`config.mk`:
```
export PLATFORM = sky130hd
export DESIGN_NAME = upf_port
export DESIGN_NICKNAME = d
export VERILOG_FILES = /design/src/hdl/upf_pkg.sv /design/src/hdl/upf_port.sv /design/src/hdl/upf_fifo.sv
export VERILOG_INCLUDE_DIRS = /design/src /design/src/hdl
export SDC_FILE = /design/constraint.sdc
export NUM_CORES = 2
export LEC_CHECK = 0
export ABC_AREA = 1
export BUFFER_PORTS_ARGS = -buffer_cell sky130_fd_sc_hd__buf_2
export CELL_PAD_IN_SITES_DETAIL_PLACEMENT = 1
export CELL_PAD_IN_SITES_GLOBAL_PLACEMENT = 1
export CORE_ASPECT_RATIO = 1.1
export CORE_UTILIZATION = 52
export CTS_BUF_LIST = sky130_fd_sc_hd__clkbuf_16
export CTS_CLUSTER_DIAMETER = 40
export DETAILED_ROUTE_END_ITERATION = 6
export HOLD_SLACK_MARGIN = 0.05
export PLACE_DENSITY = 0.86
export SLEW_MARGIN = 30
export SYNTH_ARGS = -nofsm -noshare
export SYNTH_HDL_FRONTEND = slang
export SYNTH_SLANG_ARGS = --single-unit
```
`constraint.sdc`:
```
create_clock -name mclk -period 4.7 [get_ports mclk]
set_clock_uncertainty 0.1 [all_clocks]
set_input_delay 0.94 -clock mclk [delete_from_list [all_inputs] [get_ports mclk]]
set_output_delay 0.94 -clock mclk [all_outputs]
set_load 0.05 [all_outputs]
```
`src/hdl/upf_defs.svh`:
```
// Offsets, field positions, reset values and timing figures of the FIFO port
`ifndef UPF_DEFS_SVH
`define UPF_DEFS_SVH
`define UPF_TX_DEPTH 384
`define UPF_RX_DEPTH 128
`define UPF_CLK_NS 10
`define UPF_MS_NS 1000000
`define UPF_RELEASE_MS 5
`define UPF_TO_MIN_MS 8'h01
`define UPF_OFS_CTRL 8'h00
`define UPF_OFS_STATUS 8'h04
`define UPF_OFS_TXDATA 8'h08
`define UPF_OFS_RXDATA 8'h0C
`define UPF_OFS_BAUD 8'h10
`define UPF_CTRL_RST 13'h0010
`define UPF_ST_TXCNT 0
`define UPF_ST_RXCNT 16
`define UPF_ST_FLUSH 24
`define UPF_ST_RESUME 25
`define UPF_ST_TXEMPTY 26
`define UPF_ST_RXFULL 27
`define UPF_ST_SUSP 28
`endif

```
`src/hdl/upf_pkg.sv`:
```
// Types shared by the FIFO port modules
package upf_pkg;
    // Control register, timeout in the low byte
    typedef struct packed {
        logic powerOff;
        logic suspend;
        logic pullEn;
        logic wakeEn;
        logic isoEn;
        logic [7:0] timeoutMs;
    } upf_ctrl_t;

    // Previous levels of the three strobe pins
    typedef struct packed {
        logic wr;
        logic rd;
        logic fl;
    } upf_strobe_t;
endpackage : upf_pkg

```
`src/hdl/upf_port.sv`:
```
// Parallel FIFO port: pin handshake, flush/wake, power and APB view
//
// Notes on behaviour
// - Hold high when full or storing byte.
// - Read-available low while receive data waits.
// - Baud-rate commands are accepted and ignored.
// - Power-ok high in suspend or power-off.
// - Optional weak pulldown while power-ok high.
// - Flush strobe in suspend requests resume.
// - Flush strobe otherwise marks all data sendable.
// - Programmable 1-255 ms transmit flush timeout.
// - Isochronous mode follows configuration bit.
// - Transmit 384 bytes, receive 128 bytes.
// - Power-on reset and external reset input.
// - Reset output follows power-on reset; the external reset input also pulls it low.
// - Write strobe stores, read strobe removes.
// - Controller runs from the single system clock.
//
// Added by the designer: the address map and the APB register port.
`timescale 1ns/1ps
`include "upf_defs.svh"
module upf_port
    import upf_pkg::*;
#(
    parameter int TX_DEPTH = `UPF_TX_DEPTH,
    parameter int RX_DEPTH = `UPF_RX_DEPTH,
    parameter int MS_CYCLES = `UPF_MS_NS / `UPF_CLK_NS,
    parameter int RELEASE_CYCLES = `UPF_RELEASE_MS * (`UPF_MS_NS / `UPF_CLK_NS)
) (
    input wire logic mclk, // system clock
    input wire logic rst, // power-on reset, high
    input wire logic ce, // clock enable
    input wire logic ext_reset_n, // external reset, low
    input wire logic psel, // APB select
    input wire logic penable, // APB enable
    input wire logic pwrite, // APB write
    input wire logic [7:0] paddr, // APB byte address
    input wire logic [31:0] pwdata, // APB write data
    output logic [31:0] prdata, // APB read data
    output logic pready, // APB ready
    output logic pslverr, // APB error
    input wire logic [7:0] dataIn, // data bus in
    output logic [7:0] dataOut, // data bus out
    output logic dataOe_n, // bus drive, low
    input wire logic write_strobe_n, // write strobe, low
    input wire logic read_strobe_n, // read strobe, low
    input wire logic flush_wake_strobe_n, // flush/wake, low
    output logic write_hold_n, // write hold
    output logic read_avail_n, // data waiting, low
    output logic power_ok_n, // power switch, low on
    output logic pulldownEn, // weak pulldown of bus
    output logic resumeReq, // resume request
    output logic flushReq, // send all on next IN
    output logic isoMode, // isochronous transfers
    output logic reset_out_n // reset out, low
);
    localparam int TCW = $clog2(TX_DEPTH+1);
    localparam int RCW = $clog2(RX_DEPTH+1);

    generate
        if (TX_DEPTH < 2 || TX_DEPTH > 65535 || RX_DEPTH < 2 ||
                RX_DEPTH > 255 || MS_CYCLES < 1 || RELEASE_CYCLES < 1)
        begin : g_bad
            $error("upf_port: parameter out of range");
        end
    endgenerate

    // ---------------------------------------------------------------
    // Reset and strobe edges
    // ---------------------------------------------------------------
    logic sysRst, wrFall, rdFall, flFall;
    upf_strobe_t prev_r;

    assign sysRst = rst || !ext_reset_n;

    always_ff @(posedge mclk) begin
        if (sysRst) begin
            prev_r <= '1;
        end else if (ce) begin
            prev_r <= '{write_strobe_n, read_strobe_n, flush_wake_strobe_n};
        end
    end

    assign wrFall = prev_r.wr && !write_strobe_n;
    assign rdFall = prev_r.rd && !read_strobe_n;
    assign flFall = prev_r.fl && !flush_wake_strobe_n;

    // ---------------------------------------------------------------
    // Buffers
    // ---------------------------------------------------------------
    logic txPush, txPop, txFull, txEmpty;
    logic rxPush, rxPop, rxFull, rxEmpty;
    logic [7:0] txHead, rxHead;
    logic [TCW-1:0] txCount;
    logic [RCW-1:0] rxCount;
    logic write_hold_n_r, read_avail_n_r;

    // A strobe while held is dropped, so a full buffer is never overrun
    assign txPush = wrFall && !write_hold_n_r;
    assign rxPop = rdFall && !read_avail_n_r;

    upf_fifo #(.W(8), .DEPTH(TX_DEPTH)) u_tx (
        .clk(mclk),
        .rst(sysRst),
        .ce(ce),
        .push(txPush),
        .din(dataIn),
        .pop(txPop),
        .dout(txHead),
        .count(txCount),
        .full(txFull),
        .empty(txEmpty)
    );

    upf_fifo #(.W(8), .DEPTH(RX_DEPTH)) u_rx (
        .clk(mclk),
        .rst(sysRst),
        .ce(ce),
        .push(rxPush),
        .din(pwdata[7:0]),
        .pop(rxPop),
        .dout(rxHead),
        .count(rxCount),
        .full(rxFull),
        .empty(rxEmpty)
    );

    // ---------------------------------------------------------------
    // Pin handshake
    // ---------------------------------------------------------------
    logic [7:0] dataOut_r;
    logic dataOe_n_r;

    // Hold stays high for the cycle after a store, so the partner can
    // not strobe again before the count has moved
    always_ff @(posedge mclk) begin
        if (sysRst) begin
            write_hold_n_r <= 1'b1;
        end else if (ce) begin
            write_hold_n_r <= txFull || txPush;
        end
    end

    // Taking the last byte raises the flag at once, not a cycle late
    always_ff @(posedge mclk) begin
        if (sysRst) begin
            read_avail_n_r <= 1'b1;
        end else if (ce) begin
            read_avail_n_r <= rxEmpty || (rxPop && !rxPush &&
                rxCount == RCW'(1));
        end
    end

    always_ff @(posedge mclk) begin
        if (sysRst) begin
            dataOut_r <= 8'h00;
            dataOe_n_r <= 1'b1;
        end else if (ce) begin
            if (rxPop) begin
                dataOut_r <= rxHead;
            end
            dataOe_n_r <= read_strobe_n;
        end
    end

    // ---------------------------------------------------------------
    // APB registers
    // ---------------------------------------------------------------
    upf_ctrl_t ctrl_r;
    logic [31:0] prdata_r, status;
    logic pready_r, pslverr_r, flushPend_r, resumeReq_r;
    logic apbSetup, apbDone;

    assign apbSetup = psel && !penable;
    assign apbDone = psel && penable && pready_r;
    assign txPop = apbDone && !pwrite && paddr == `UPF_OFS_TXDATA;
    assign rxPush = apbDone && pwrite && paddr == `UPF_OFS_RXDATA;

    always_comb begin
        status = 32'h0000_0000;
        status[`UPF_ST_TXCNT +: 16] = 16'(txCount);
        status[`UPF_ST_RXCNT +: 8] = 8'(rxCount);
        status[`UPF_ST_FLUSH] = flushPend_r;
        status[`UPF_ST_RESUME] = resumeReq_r;
        status[`UPF_ST_TXEMPTY] = txEmpty;
        status[`UPF_ST_RXFULL] = rxFull;
        status[`UPF_ST_SUSP] = ctrl_r.suspend;
    end

    // Answer is prepared in the setup cycle so the access needs no wait
    always_ff @(posedge mclk) begin
        if (sysRst) begin
            prdata_r <= 32'h0000_0000;
            pslverr_r <= 1'b0;
            pready_r <= 1'b0;
        end else if (ce) begin
            pready_r <= 1'b1;
            if (apbSetup) begin
                prdata_r <= 32'h0000_0000;
                pslverr_r <= 1'b0;
                unique case (paddr)
                    `UPF_OFS_CTRL: begin
                        prdata_r <= 32'(ctrl_r);
                    end
                    `UPF_OFS_STATUS: begin
                        prdata_r <= status;
                    end
                    `UPF_OFS_TXDATA: begin
                        prdata_r <= {24'h000000, txHead};
                        pslverr_r <= pwrite || txEmpty;
                    end
                    `UPF_OFS_RXDATA: begin
                        pslverr_r <= !pwrite || rxFull;
                    end
                    `UPF_OFS_BAUD: begin
                        pslverr_r <= 1'b0;
                    end
                    default: begin
                        pslverr_r <= 1'b1;
                    end
                endcase
            end
        end
    end

    // Rate commands land on the rate offset and change nothing
    always_ff @(posedge mclk) begin
        if (sysRst) begin
            ctrl_r <= `UPF_CTRL_RST;
        end else if (ce && apbDone && pwrite && paddr == `UPF_OFS_CTRL) begin
            ctrl_r <= pwdata[$bits(upf_ctrl_t)-1:0];
        end
    end

    // ---------------------------------------------------------------
    // Flush timeout
    // ---------------------------------------------------------------
    logic [31:0] msCnt_r;
    logic [7:0] toCnt_r, toLimit;
    logic txActive, msTick, timeoutHit;

    // A zero setting is served as the shortest timeout
    assign toLimit = (ctrl_r.timeoutMs == 8'h00) ? `UPF_TO_MIN_MS :
        ctrl_r.timeoutMs;
    assign txActive = !txEmpty && !flushPend_r && !txPush;
    assign msTick = txActive && msCnt_r == 32'(MS_CYCLES - 1);
    assign timeoutHit = msTick &&
        ({1'b0, toCnt_r} + 9'h001 >= {1'b0, toLimit});

    // Any new byte restarts the wait, so only idle data is flushed
    always_ff @(posedge mclk) begin
        if (sysRst) begin
            msCnt_r <= 32'h0000_0000;
            toCnt_r <= 8'h00;
        end else if (ce) begin
            if (!txActive || msTick) begin
                msCnt_r <= 32'h0000_0000;
            end else begin
                msCnt_r <= msCnt_r + 32'h0000_0001;
            end
            if (!txActive || timeoutHit) begin
                toCnt_r <= 8'h00;
            end else if (msTick) begin
                toCnt_r <= toCnt_r + 8'h01;
            end
        end
    end

    // ---------------------------------------------------------------
    // Flush, wake and power
    // ---------------------------------------------------------------
    logic stW1c, pulldown_r, power_ok_n_r, reset_out_n_r;
    logic [31:0] releaseCnt_r;

    assign stW1c = apbDone && pwrite && paddr == `UPF_OFS_STATUS;

    // A new event in the clearing cycle wins over the clear
    always_ff @(posedge mclk) begin
        if (sysRst) begin
            flushPend_r <= 1'b0;
            resumeReq_r <= 1'b0;
        end else if (ce) begin
            if ((flFall && !ctrl_r.suspend) || timeoutHit) begin
                flushPend_r <= 1'b1;
            end else if (stW1c && pwdata[`UPF_ST_FLUSH]) begin
                flushPend_r <= 1'b0;
            end
            if (flFall && ctrl_r.suspend && ctrl_r.wakeEn) begin
                resumeReq_r <= 1'b1;
            end else if (stW1c && pwdata[`UPF_ST_RESUME]) begin
                resumeReq_r <= 1'b0;
            end
        end
    end

    always_ff @(posedge mclk) begin
        if (sysRst) begin
            power_ok_n_r <= 1'b1;
            pulldown_r <= 1'b0;
        end else if (ce) begin
            power_ok_n_r <= ctrl_r.suspend || ctrl_r.powerOff;
            pulldown_r <= ctrl_r.pullEn && power_ok_n_r;
        end
    end

    // Reset output is released only after a settling delay
    always_ff @(posedge mclk) begin
        if (sysRst) begin
            releaseCnt_r <= 32'h0000_0000;
            reset_out_n_r <= 1'b0;
        end else if (ce && !reset_out_n_r) begin
            releaseCnt_r <= releaseCnt_r + 32'h0000_0001;
            reset_out_n_r <= (releaseCnt_r == 32'(RELEASE_CYCLES - 1));
        end
    end

    // Single clock domain: mclk stands in for the 12 MHz reference
    assign prdata = prdata_r;
    assign pready = pready_r;
    assign pslverr = pslverr_r;
    assign dataOut = dataOut_r;
    assign dataOe_n = dataOe_n_r;
    assign write_hold_n = write_hold_n_r;
    assign read_avail_n = read_avail_n_r;
    assign power_ok_n = power_ok_n_r;
    assign pulldownEn = pulldown_r;
    assign resumeReq = resumeReq_r;
    assign flushReq = flushPend_r;
    assign isoMode = ctrl_r.isoEn;
    assign reset_out_n = reset_out_n_r;

    // ---------------------------------------------------------------
    // Assertions
    // ---------------------------------------------------------------
    AST_HOLD_FULL: assert property (@(posedge mclk) disable iff (sysRst)
        ce && txFull |=> write_hold_n)
        else $error("write hold low while transmit buffer full");
    AST_HOLD_STORE: assert property (@(posedge mclk) disable iff (sysRst)
        ce && wrFall && write_hold_n |=> $stable(txCount) || $past(txPop))
        else $error("held write changed transmit count");
    AST_RXF: assert property (@(posedge mclk) disable iff (sysRst)
        ce && !rxEmpty && !rxPop |=> !read_avail_n)
        else $error("read-available high with data waiting");
    AST_RD_EMPTY: assert property (@(posedge mclk) disable iff (sysRst)
        ce && rdFall && read_avail_n && !rxPush |=> $stable(rxCount))
        else $error("read while empty changed receive buffer");
    AST_PWR: assert property (@(posedge mclk) disable iff (sysRst)
        ce && !ctrl_r.suspend && !ctrl_r.powerOff |=> !power_ok_n)
        else $error("power-ok high outside suspend");
    AST_PULL: assert property (@(posedge mclk) disable iff (sysRst)
        pulldownEn |-> $past(power_ok_n) && $past(ctrl_r.pullEn))
        else $error("pulldown without power-off and option");
    AST_WAKE: assert property (@(posedge mclk) disable iff (sysRst)
        ce && flFall && ctrl_r.suspend && ctrl_r.wakeEn |=> resumeReq)
        else $error("wake strobe gave no resume request");
    AST_FLUSH: assert property (@(posedge mclk) disable iff (sysRst)
        ce && flFall && !ctrl_r.suspend |=> flushReq ##1 flushReq || !ce ||
        $past(stW1c))
        else $error("flush strobe not recorded");
    AST_TIMEOUT: assert property (@(posedge mclk) disable iff (sysRst)
        ce && timeoutHit |=> flushReq && toCnt_r == 8'h00)
        else $error("timeout did not raise flush");
    AST_RST_OUT: assert property (@(posedge mclk)
        sysRst |=> !reset_out_n)
        else $error("reset out high during reset");
endmodule : upf_port

```
`src/hdl/upf_fifo.sv`:
```
// Parameterised synchronous byte FIFO used for both buffers
`timescale 1ns/1ps
module upf_fifo #(
    parameter int W = 8,
    parameter int DEPTH = 16
) (
    input wire logic clk, // clock
    input wire logic rst, // sync reset, high
    input wire logic ce, // clock enable
    input wire logic push, // store din
    input wire logic [W-1:0] din, // data in
    input wire logic pop, // drop head
    output logic [W-1:0] dout, // head word
    output logic [$clog2(DEPTH+1)-1:0] count, // words held
    output logic full, // no room
    output logic empty // nothing held
);
    localparam int PW = $clog2(DEPTH);
    localparam int CW = $clog2(DEPTH+1);

    generate
        if (DEPTH < 2) begin : g_bad
            $error("upf_fifo: DEPTH must be at least 2");
        end
    endgenerate

    logic [W-1:0] mem [DEPTH];
    logic [PW-1:0] wrPtr_r;
    logic [PW-1:0] rdPtr_r;
    logic [CW-1:0] count_r;
    logic doPush;
    logic doPop;

    assign doPush = push && !full;
    assign doPop = pop && !empty;
    assign full = (count_r == CW'(DEPTH));
    assign empty = (count_r == '0);
    assign dout = mem[rdPtr_r];
    assign count = count_r;

    always_ff @(posedge clk) begin
        if (ce && doPush) begin
            mem[wrPtr_r] <= din;
        end
    end

    // Depth need not be a power of two, so pointers wrap explicitly
    always_ff @(posedge clk) begin
        if (rst) begin
            wrPtr_r <= '0;
            rdPtr_r <= '0;
            count_r <= '0;
        end else if (ce) begin
            if (doPush) begin
                wrPtr_r <= (wrPtr_r == PW'(DEPTH-1)) ? '0 : wrPtr_r + 1'b1;
            end
            if (doPop) begin
                rdPtr_r <= (rdPtr_r == PW'(DEPTH-1)) ? '0 : rdPtr_r + 1'b1;
            end
            if (doPush && !doPop) begin
                count_r <= count_r + 1'b1;
            end else if (doPop && !doPush) begin
                count_r <= count_r - 1'b1;
            end
        end
    end
endmodule : upf_fifo

```
# Word level (Yosys, flattened, before mapping)
# Memory sizes are Yosys's and may differ from the RTL's. A register that Yosys moved wholly into a read port is not among the register bits.
# Cells that the tools add are included.
# Widths: inputs -> output; s select.
# word_totals
ram_bits,4096
reg_bits,178
mem_count,2
# classes
n_lt_le_gt_ge,1
reduce_logical,91
eq_ne,13
addsub,12
muxes,24
# memory_table
name,depth,word_bits,rd,rd_clocked_by_memory_dff,wr,line,rtl
u_tx.mem,384,8,1,1,1,upf_fifo.sv:27,logic [W-1:0] mem [DEPTH];
u_rx.mem,128,8,1,1,1,upf_fifo.sv:27,
# ops
operator,n
$pmux 29 s3,1
$add 32x1->32 const B,2
$mux 9,6
$mux 8,5
$logic_and 1x1->1,39
$eq 32x17->1 const B,1
$eq 32x19->1 const B,1
$mux 32,1
$add 9x1->9 const B,3
$eq 9x9->1 const B,3
$logic_not 8->1,3
$logic_not 1->1,22
$reduce_and 2->1,11
$add 8x1->8 const B,2
$eq 8x4->1 const B,2
$add 7x1->7 const B,2
$eq 7x7->1 const B,2
$mux 7,2
$reduce_bool 2->1,5
$add 8x1->9 const B,1
$ge 9x8->1,1
$logic_not 9->1,1
$logic_or 1x1->1,9
$sub 9x1->9 const B,1
8 further kinds,15

# Longest topological paths before layout
# depth
word_depth,10
mapped_depth,21
ltp_nobuf,21

# By module
# A second synthesis with hierarchy kept.
# unflattened
hier_cells,15161
area_unflattened_um2,176271.6
# by_module_without_submodules
mod,seq_area_each_um2,area_each_um2,instances,cells_each
upf_fifo at u_tx,92969.2,126144.7,1,10509
upf_fifo at u_rx,31330.0,43694.4,1,3744
upf_port,2622.5,6432.4,1,908

# Least setup slack after synthesis
# OpenSTA, ideal clock, no wires.
# synth_path
path_type,input to register
from,in paddr[5]
to,reg u_tx.count_r[8] (netlist: u_tx.count[8])
n_path_buf,1
setup_slack_ps,858
required_ps,4481
t_arrival_ps,3623
cell_stages,21
cell_sequence,nor3_1 nand2_1 inv_1 nand4_1 inv_1 buf_2 nand3_1 ha_1 inv_1 ha_1 a21oi_1 o21ai_0 a21o_1 a21oi_1 o21ai_0 a21oi_1 nor2_1 nor2_1 nand2_1 o21ai_0 a21oi_1
# synth_via
elab_chain_len,7
elab_cells_between_ends,9
cone_classes,1 x eq/ne; 1 x mux; 7 x reduce/logical
# synth_rtl
item,line,rtl
from (decl),upf_port.sv:37,"input wire logic [7:0] paddr,"
$eq 8x4->1 (*),--,
$logic_and 1x1->1 (no line) (*),--,
$logic_and 1x1->1 (*),upf_fifo.sv:35,assign doPop = pop && !empty;
$logic_not 1->1,upf_fifo.sv:60,if (doPush && !doPop) begin
$logic_and 1x1->1,upf_fifo.sv:60,
$reduce_bool 2->1 (no line),--,
$reduce_and 2->1 (no line),--,
to (signal assigned),upf_fifo.sv:61,count_r <= count_r + 1'b1;
to (signal assigned),upf_fifo.sv:63,count_r <= count_r - 1'b1;
to (decl),upf_fifo.sv:30,logic [CW-1:0] count_r;
# Every way passes the cells marked *; elsewhere a longest branch is shown, timed or not.
# A chain may end at the register's enable or synchronous reset.

==> metrics.txt <==
# TYPE chip_impl_metric gauge
chip_impl_info{name="status",value="finished with violations"} 1
chip_impl_info{name="failing_checks",value="design-rule violations, negative setup slack"} 1
chip_impl_metric{name="layout_worst_path_cycle_share",unit="%"} 103
chip_impl_metric{name="cts.sinks",unit=""} 4285
chip_impl_metric{name="finalHoldViolCount",unit=""} 0
chip_impl_metric{name="ys_async_sr_fraction",unit="%"} 0
chip_impl_metric{name="synth_edf_count",unit=""} 4096
chip_impl_info{name="yosys-top-cells-count",value="4096 x edfxtp_1, 3046 x nand2_1, 2752 x nand3_1"} 1
chip_impl_metric{name="placedCellCount",unit=""} 18800
chip_impl_metric{name="number_of_global_route_vias_before_repair",unit=""} 140000
chip_impl_info{name="synth_top_flop_cell",value="edfxtp_1"} 1
chip_impl_metric{name="layout.nets",unit=""} 15000
chip_impl_metric{name="globalplace.congestion",unit=""} 0.861
chip_impl_metric{name="seqPwrFrac",unit="%"} 51.4
chip_impl_metric{name="design.die.area",unit="um^2"} 336000
chip_impl_metric{name="final_antenna_net_count",unit=""} 0
chip_impl_metric{name="pre_cts_ws",unit="ps"} 364
chip_impl_metric{name="comb_pwr_share",unit="%"} 1.2
chip_impl_info{name="setup.worst_path.start_class",value="flop"} 1
chip_impl_metric{name="setup_viol_count_final",unit=""} 3
chip_impl_metric{name="die_h",unit="um"} 608
chip_impl_metric{name="grt_pass1_wl",unit="um"} 938000
chip_impl_metric{name="regArea",unit="um^2"} 127000
chip_impl_metric{name="p_leak",unit="nW"} 68.4
chip_impl_metric{name="setup_ws",unit="ps"} -139
chip_impl_metric{name="min_path_cells",unit=""} 3
chip_impl_metric{name="drt_first_iter_violations",unit=""} 21100
chip_impl_metric{name="synthCells",unit=""} 14600
chip_impl_metric{name="fill_cells",unit=""} 32600
chip_impl_metric{name="drive_gt1_share",unit="%"} 10.7
chip_impl_metric{name="ctsHoldBuffers",unit=""} 0
chip_impl_metric{name="critPathRequiredTime",unit="ps"} 5520
chip_impl_metric{name="clk_latency",unit="ps"} 1020
chip_impl_metric{name="synthesis.area",unit="um^2"} 174000
chip_impl_metric{name="timing_worst_slew_pin_value",unit="ps"} 1170
chip_impl_info{name="yosysMostFrequentCell",value="edfxtp_1"} 1
chip_impl_metric{name="post_synth.cell_area_avg",unit="um^2"} 11.9
chip_impl_info{name="netlist_top_cells_area",value="edfxtp_1 71%, nand3_1 7.9%, nand2_1 6.6%"} 1
chip_impl_metric{name="worst_ir_drop_vdd",unit="mV"} 0.407
chip_impl_metric{name="multi_input_area",unit="um^2"} 41400
chip_impl_metric{name="timing.setup.tns",unit="ps"} -257
chip_impl_info{name="cts_tree",value="done"} 1
chip_impl_metric{name="path_max_fanout",unit=""} 104
chip_impl_info{name="worst_hold_path_type",value="in2reg"} 1
chip_impl_metric{name="fmax",unit="MHz"} 207
chip_impl_info{name="path_class",value="reg2reg"} 1
chip_impl_info{name="root_buffer_cell",value="clkbuf_16"} 1
chip_impl_metric{name="routed_wire_length_per_instance",unit="um"} 32.7
chip_impl_metric{name="grt_max_degree",unit=""} 192
chip_impl_metric{name="dr_total_vias",unit=""} 134000
chip_impl_metric{name="design.portCount",unit=""} 109
chip_impl_metric{name="initial_antenna_violation_count",unit=""} 24
chip_impl_metric{name="power.density_cell_area",unit="nW/um^2"} 411
chip_impl_metric{name="io_buffers",unit=""} 85
chip_impl_metric{name="dp_hpwl",unit="um"} 338000
chip_impl_metric{name="detail_route.first_pass.iterations",unit=""} 6
chip_impl_metric{name="ys.warnings.count",unit=""} 0
chip_impl_metric{name="drt_wl_total",unit="um"} 645000
chip_impl_metric{name="timing.final.crit_period",unit="ps"} 4840
chip_impl_metric{name="switchingPower",unit="mW"} 17.7
chip_impl_info{name="synth_top_cell_by_area",value="edfxtp_1"} 1
chip_impl_metric{name="syn_to_final_growth",unit="%"} 14.0
chip_impl_metric{name="int_power",unit="mW"} 63.7
chip_impl_metric{name="floorplan.die.width",unit="um"} 553
chip_impl_metric{name="post-synth-top-area-fraction",unit="%"} 70.9
chip_impl_metric{name="synth.ff_latch_count",unit=""} 4285
chip_impl_metric{name="instances_no_fill",unit=""} 19700
chip_impl_metric{name="h-tree-depth",unit=""} 5
chip_impl_info{name="end_kind",value="flop"} 1
chip_impl_metric{name="power.share.clock",unit="%"} 47.4
chip_impl_metric{name="timing.max_cap.violations",unit=""} 0
chip_impl_metric{name="max_slew_margin",unit="%"} 21.5
chip_impl_metric{name="timing_max_transition_violations_final",unit=""} 0
chip_impl_metric{name="r2r_setup_slack",unit="ps"} -140
chip_impl_metric{name="ff2ff_path_depth",unit=""} 17
chip_impl_metric{name="numCtsBuffers",unit=""} 475
chip_impl_metric{name="start_util",unit="%"} 52.2
chip_impl_metric{name="remaining_drc_errors",unit=""} 6
chip_impl_metric{name="crit_arrival",unit="ps"} 5660
chip_impl_metric{name="clock_tree.buffer_depth",unit=""} 4
chip_impl_metric{name="synth_cell_type_count",unit=""} 50
chip_impl_metric{name="rows",unit=""} 222
chip_impl_metric{name="mean_number_of_vias_per_cell",unit=""} 6.81
chip_impl_metric{name="gr-total-overflow",unit=""} 0
chip_impl_info{name="grt_setup_unrepaired",value="false"} 1
chip_impl_metric{name="sw_frac_of_total",unit="%"} 21.7
chip_impl_metric{name="worst_hold_slack",unit="ps"} 92.7
chip_impl_metric{name="synth.yosys.seq_area_share",unit="%"} 73.1
chip_impl_metric{name="layout.core_utilization",unit="%"} 59.6
chip_impl_metric{name="floorplan.core_area",unit="um^2"} 332000
chip_impl_metric{name="globalRouteTotalUtil",unit="%"} 37.4
chip_impl_metric{name="path_clk_slew",unit="ps"} 60
-- metrics by stage --
stage,total power [mW],instance area [um^2]
2_1_floorplan,42.7,174000
3_3_place_gp,43.4,182000
3_5_place_dp,43.5,182000
4_1_cts,81.2,198000
5_1_grt,82.3,198000
6_report,81.3,198000
-- critical path, cell delays in order, from the launching register on --
cell     delay, ps
dfxtp_4        540
inv_16         540
buf_12         300
buf_12         270
nand2_1        130
nand3_1        110
nand3_1        160
nand3_1        130
nand3_1        190
nand3_1        230
nand3_1        410
nand3_1        410
nand3_1        300
nand2_1        330
nand2_1        110
nand2_1        100
nand2_1         70
a21oi_1        150
-- timing repair --
action | in CTS | in global routing
resized for setup | 0 | 3
endpoints found under the setup margin | 0 | 1
buffers inserted | 0 | 2
-- power by group through the flow --
| stage | Clock (mW) | Sequential (mW) | Combinational [mW] |
|---|---|---|---|
| floorplan | 0 | 42.6 | 0.0839 |
| global placement | 0 | 42.6 | 0.849 |
| detailed placement | 0 | 42.6 | 0.914 |
| CTS | 38.4 | 41.8 | 0.937 |
| global route | 39.5 | 41.8 | 0.981 |
| finish | 38.6 | 41.8 | 0.982 |
-- placed cells by master, fill, tap and decap left out, drive strengths merged, types with 207 or more instances in the layout --
master	Yosys	layout
nand3	2753	2753
edfxtp	4096	4096
clkinv	5	207
o22ai	447	447
buf	470	815
o21ai	978	978
nand2	3054	3054
clkbuf	528	481
inv	214	327
nor2	1532	1532
-- state kept, by name, summed over array words and instances (netlist names), 7 cells and up, named ones only --
register,count
u_tx.mem,3072
u_tx.rdPtr_r,9
u_rx.count,8
u_rx.rdPtr_r,7
u_rx.wrPtr_r,7
u_tx.wrPtr_r,9
u_tx.count,9
toCnt_r,8
u_rx.mem,1024
msCnt_r,32
dataOut,8
ctrl_r,12
releaseCnt_r,32
prdata,26
-- logic make-up (layout without fill, tap and decap cells) --
family | count (synthesis) | after routing | synth area share [%]
other | 1 | 23 | 0.00216
xor gates and xnor gates | 30 | 30 | 0.151
adders and majority gates | 32 | 32 | 0.235
DFF | 4285 | 4285 | 73.1
AOI/OAI and AO/OA | 1615 | 1615 | 5.05
buffers and inverters | 1217 | 1917 | 3.18
and+or+nand+nor | 7457 | 7457 | 18.3
-- routing by layer --
| layer | share of wire [%] | GRT usage [%] | up-vias | wire length (um) |
|---|---|---|---|---|
| li1 | - | - | 53100 | - |
| met3 | 11 | 8.34 | 3379 | 71500 |
| met5 | 0.039 | 0.185 | - | 254 |
| met4 | 8.7 | 27.4 | 34 | 56100 |
| met2 | 48 | 61.5 | 11500 | 309000 |
| met1 | 32 | 43.1 | 66200 | 209000 |
-- path summary, 6_finish.rpt --
check                                    startpoint           to
worst max-delay path                           flop    prdata[5]
worst max register to register                 flop    prdata[5]
worst min register to register          msCnt_r[10]  msCnt_r[10]
worst min-delay path            flush_wake_strobe_n    prev_r[0]
-- layout make-up --
cell class              instances  share of cell area [%]
flip-flops and latches       4285                    64.1
inverters                     219                   0.453
repair buffers                815                    3.70
diodes                         17                  0.0215
clock inverters               401                    1.97
multi-input cells            9140                    20.9
well taps                    4368                    2.76
repair inverters                1                 0.00569
clock buffers                 481                    6.08
No activity file was read; power rests on OpenSTA's default activity.
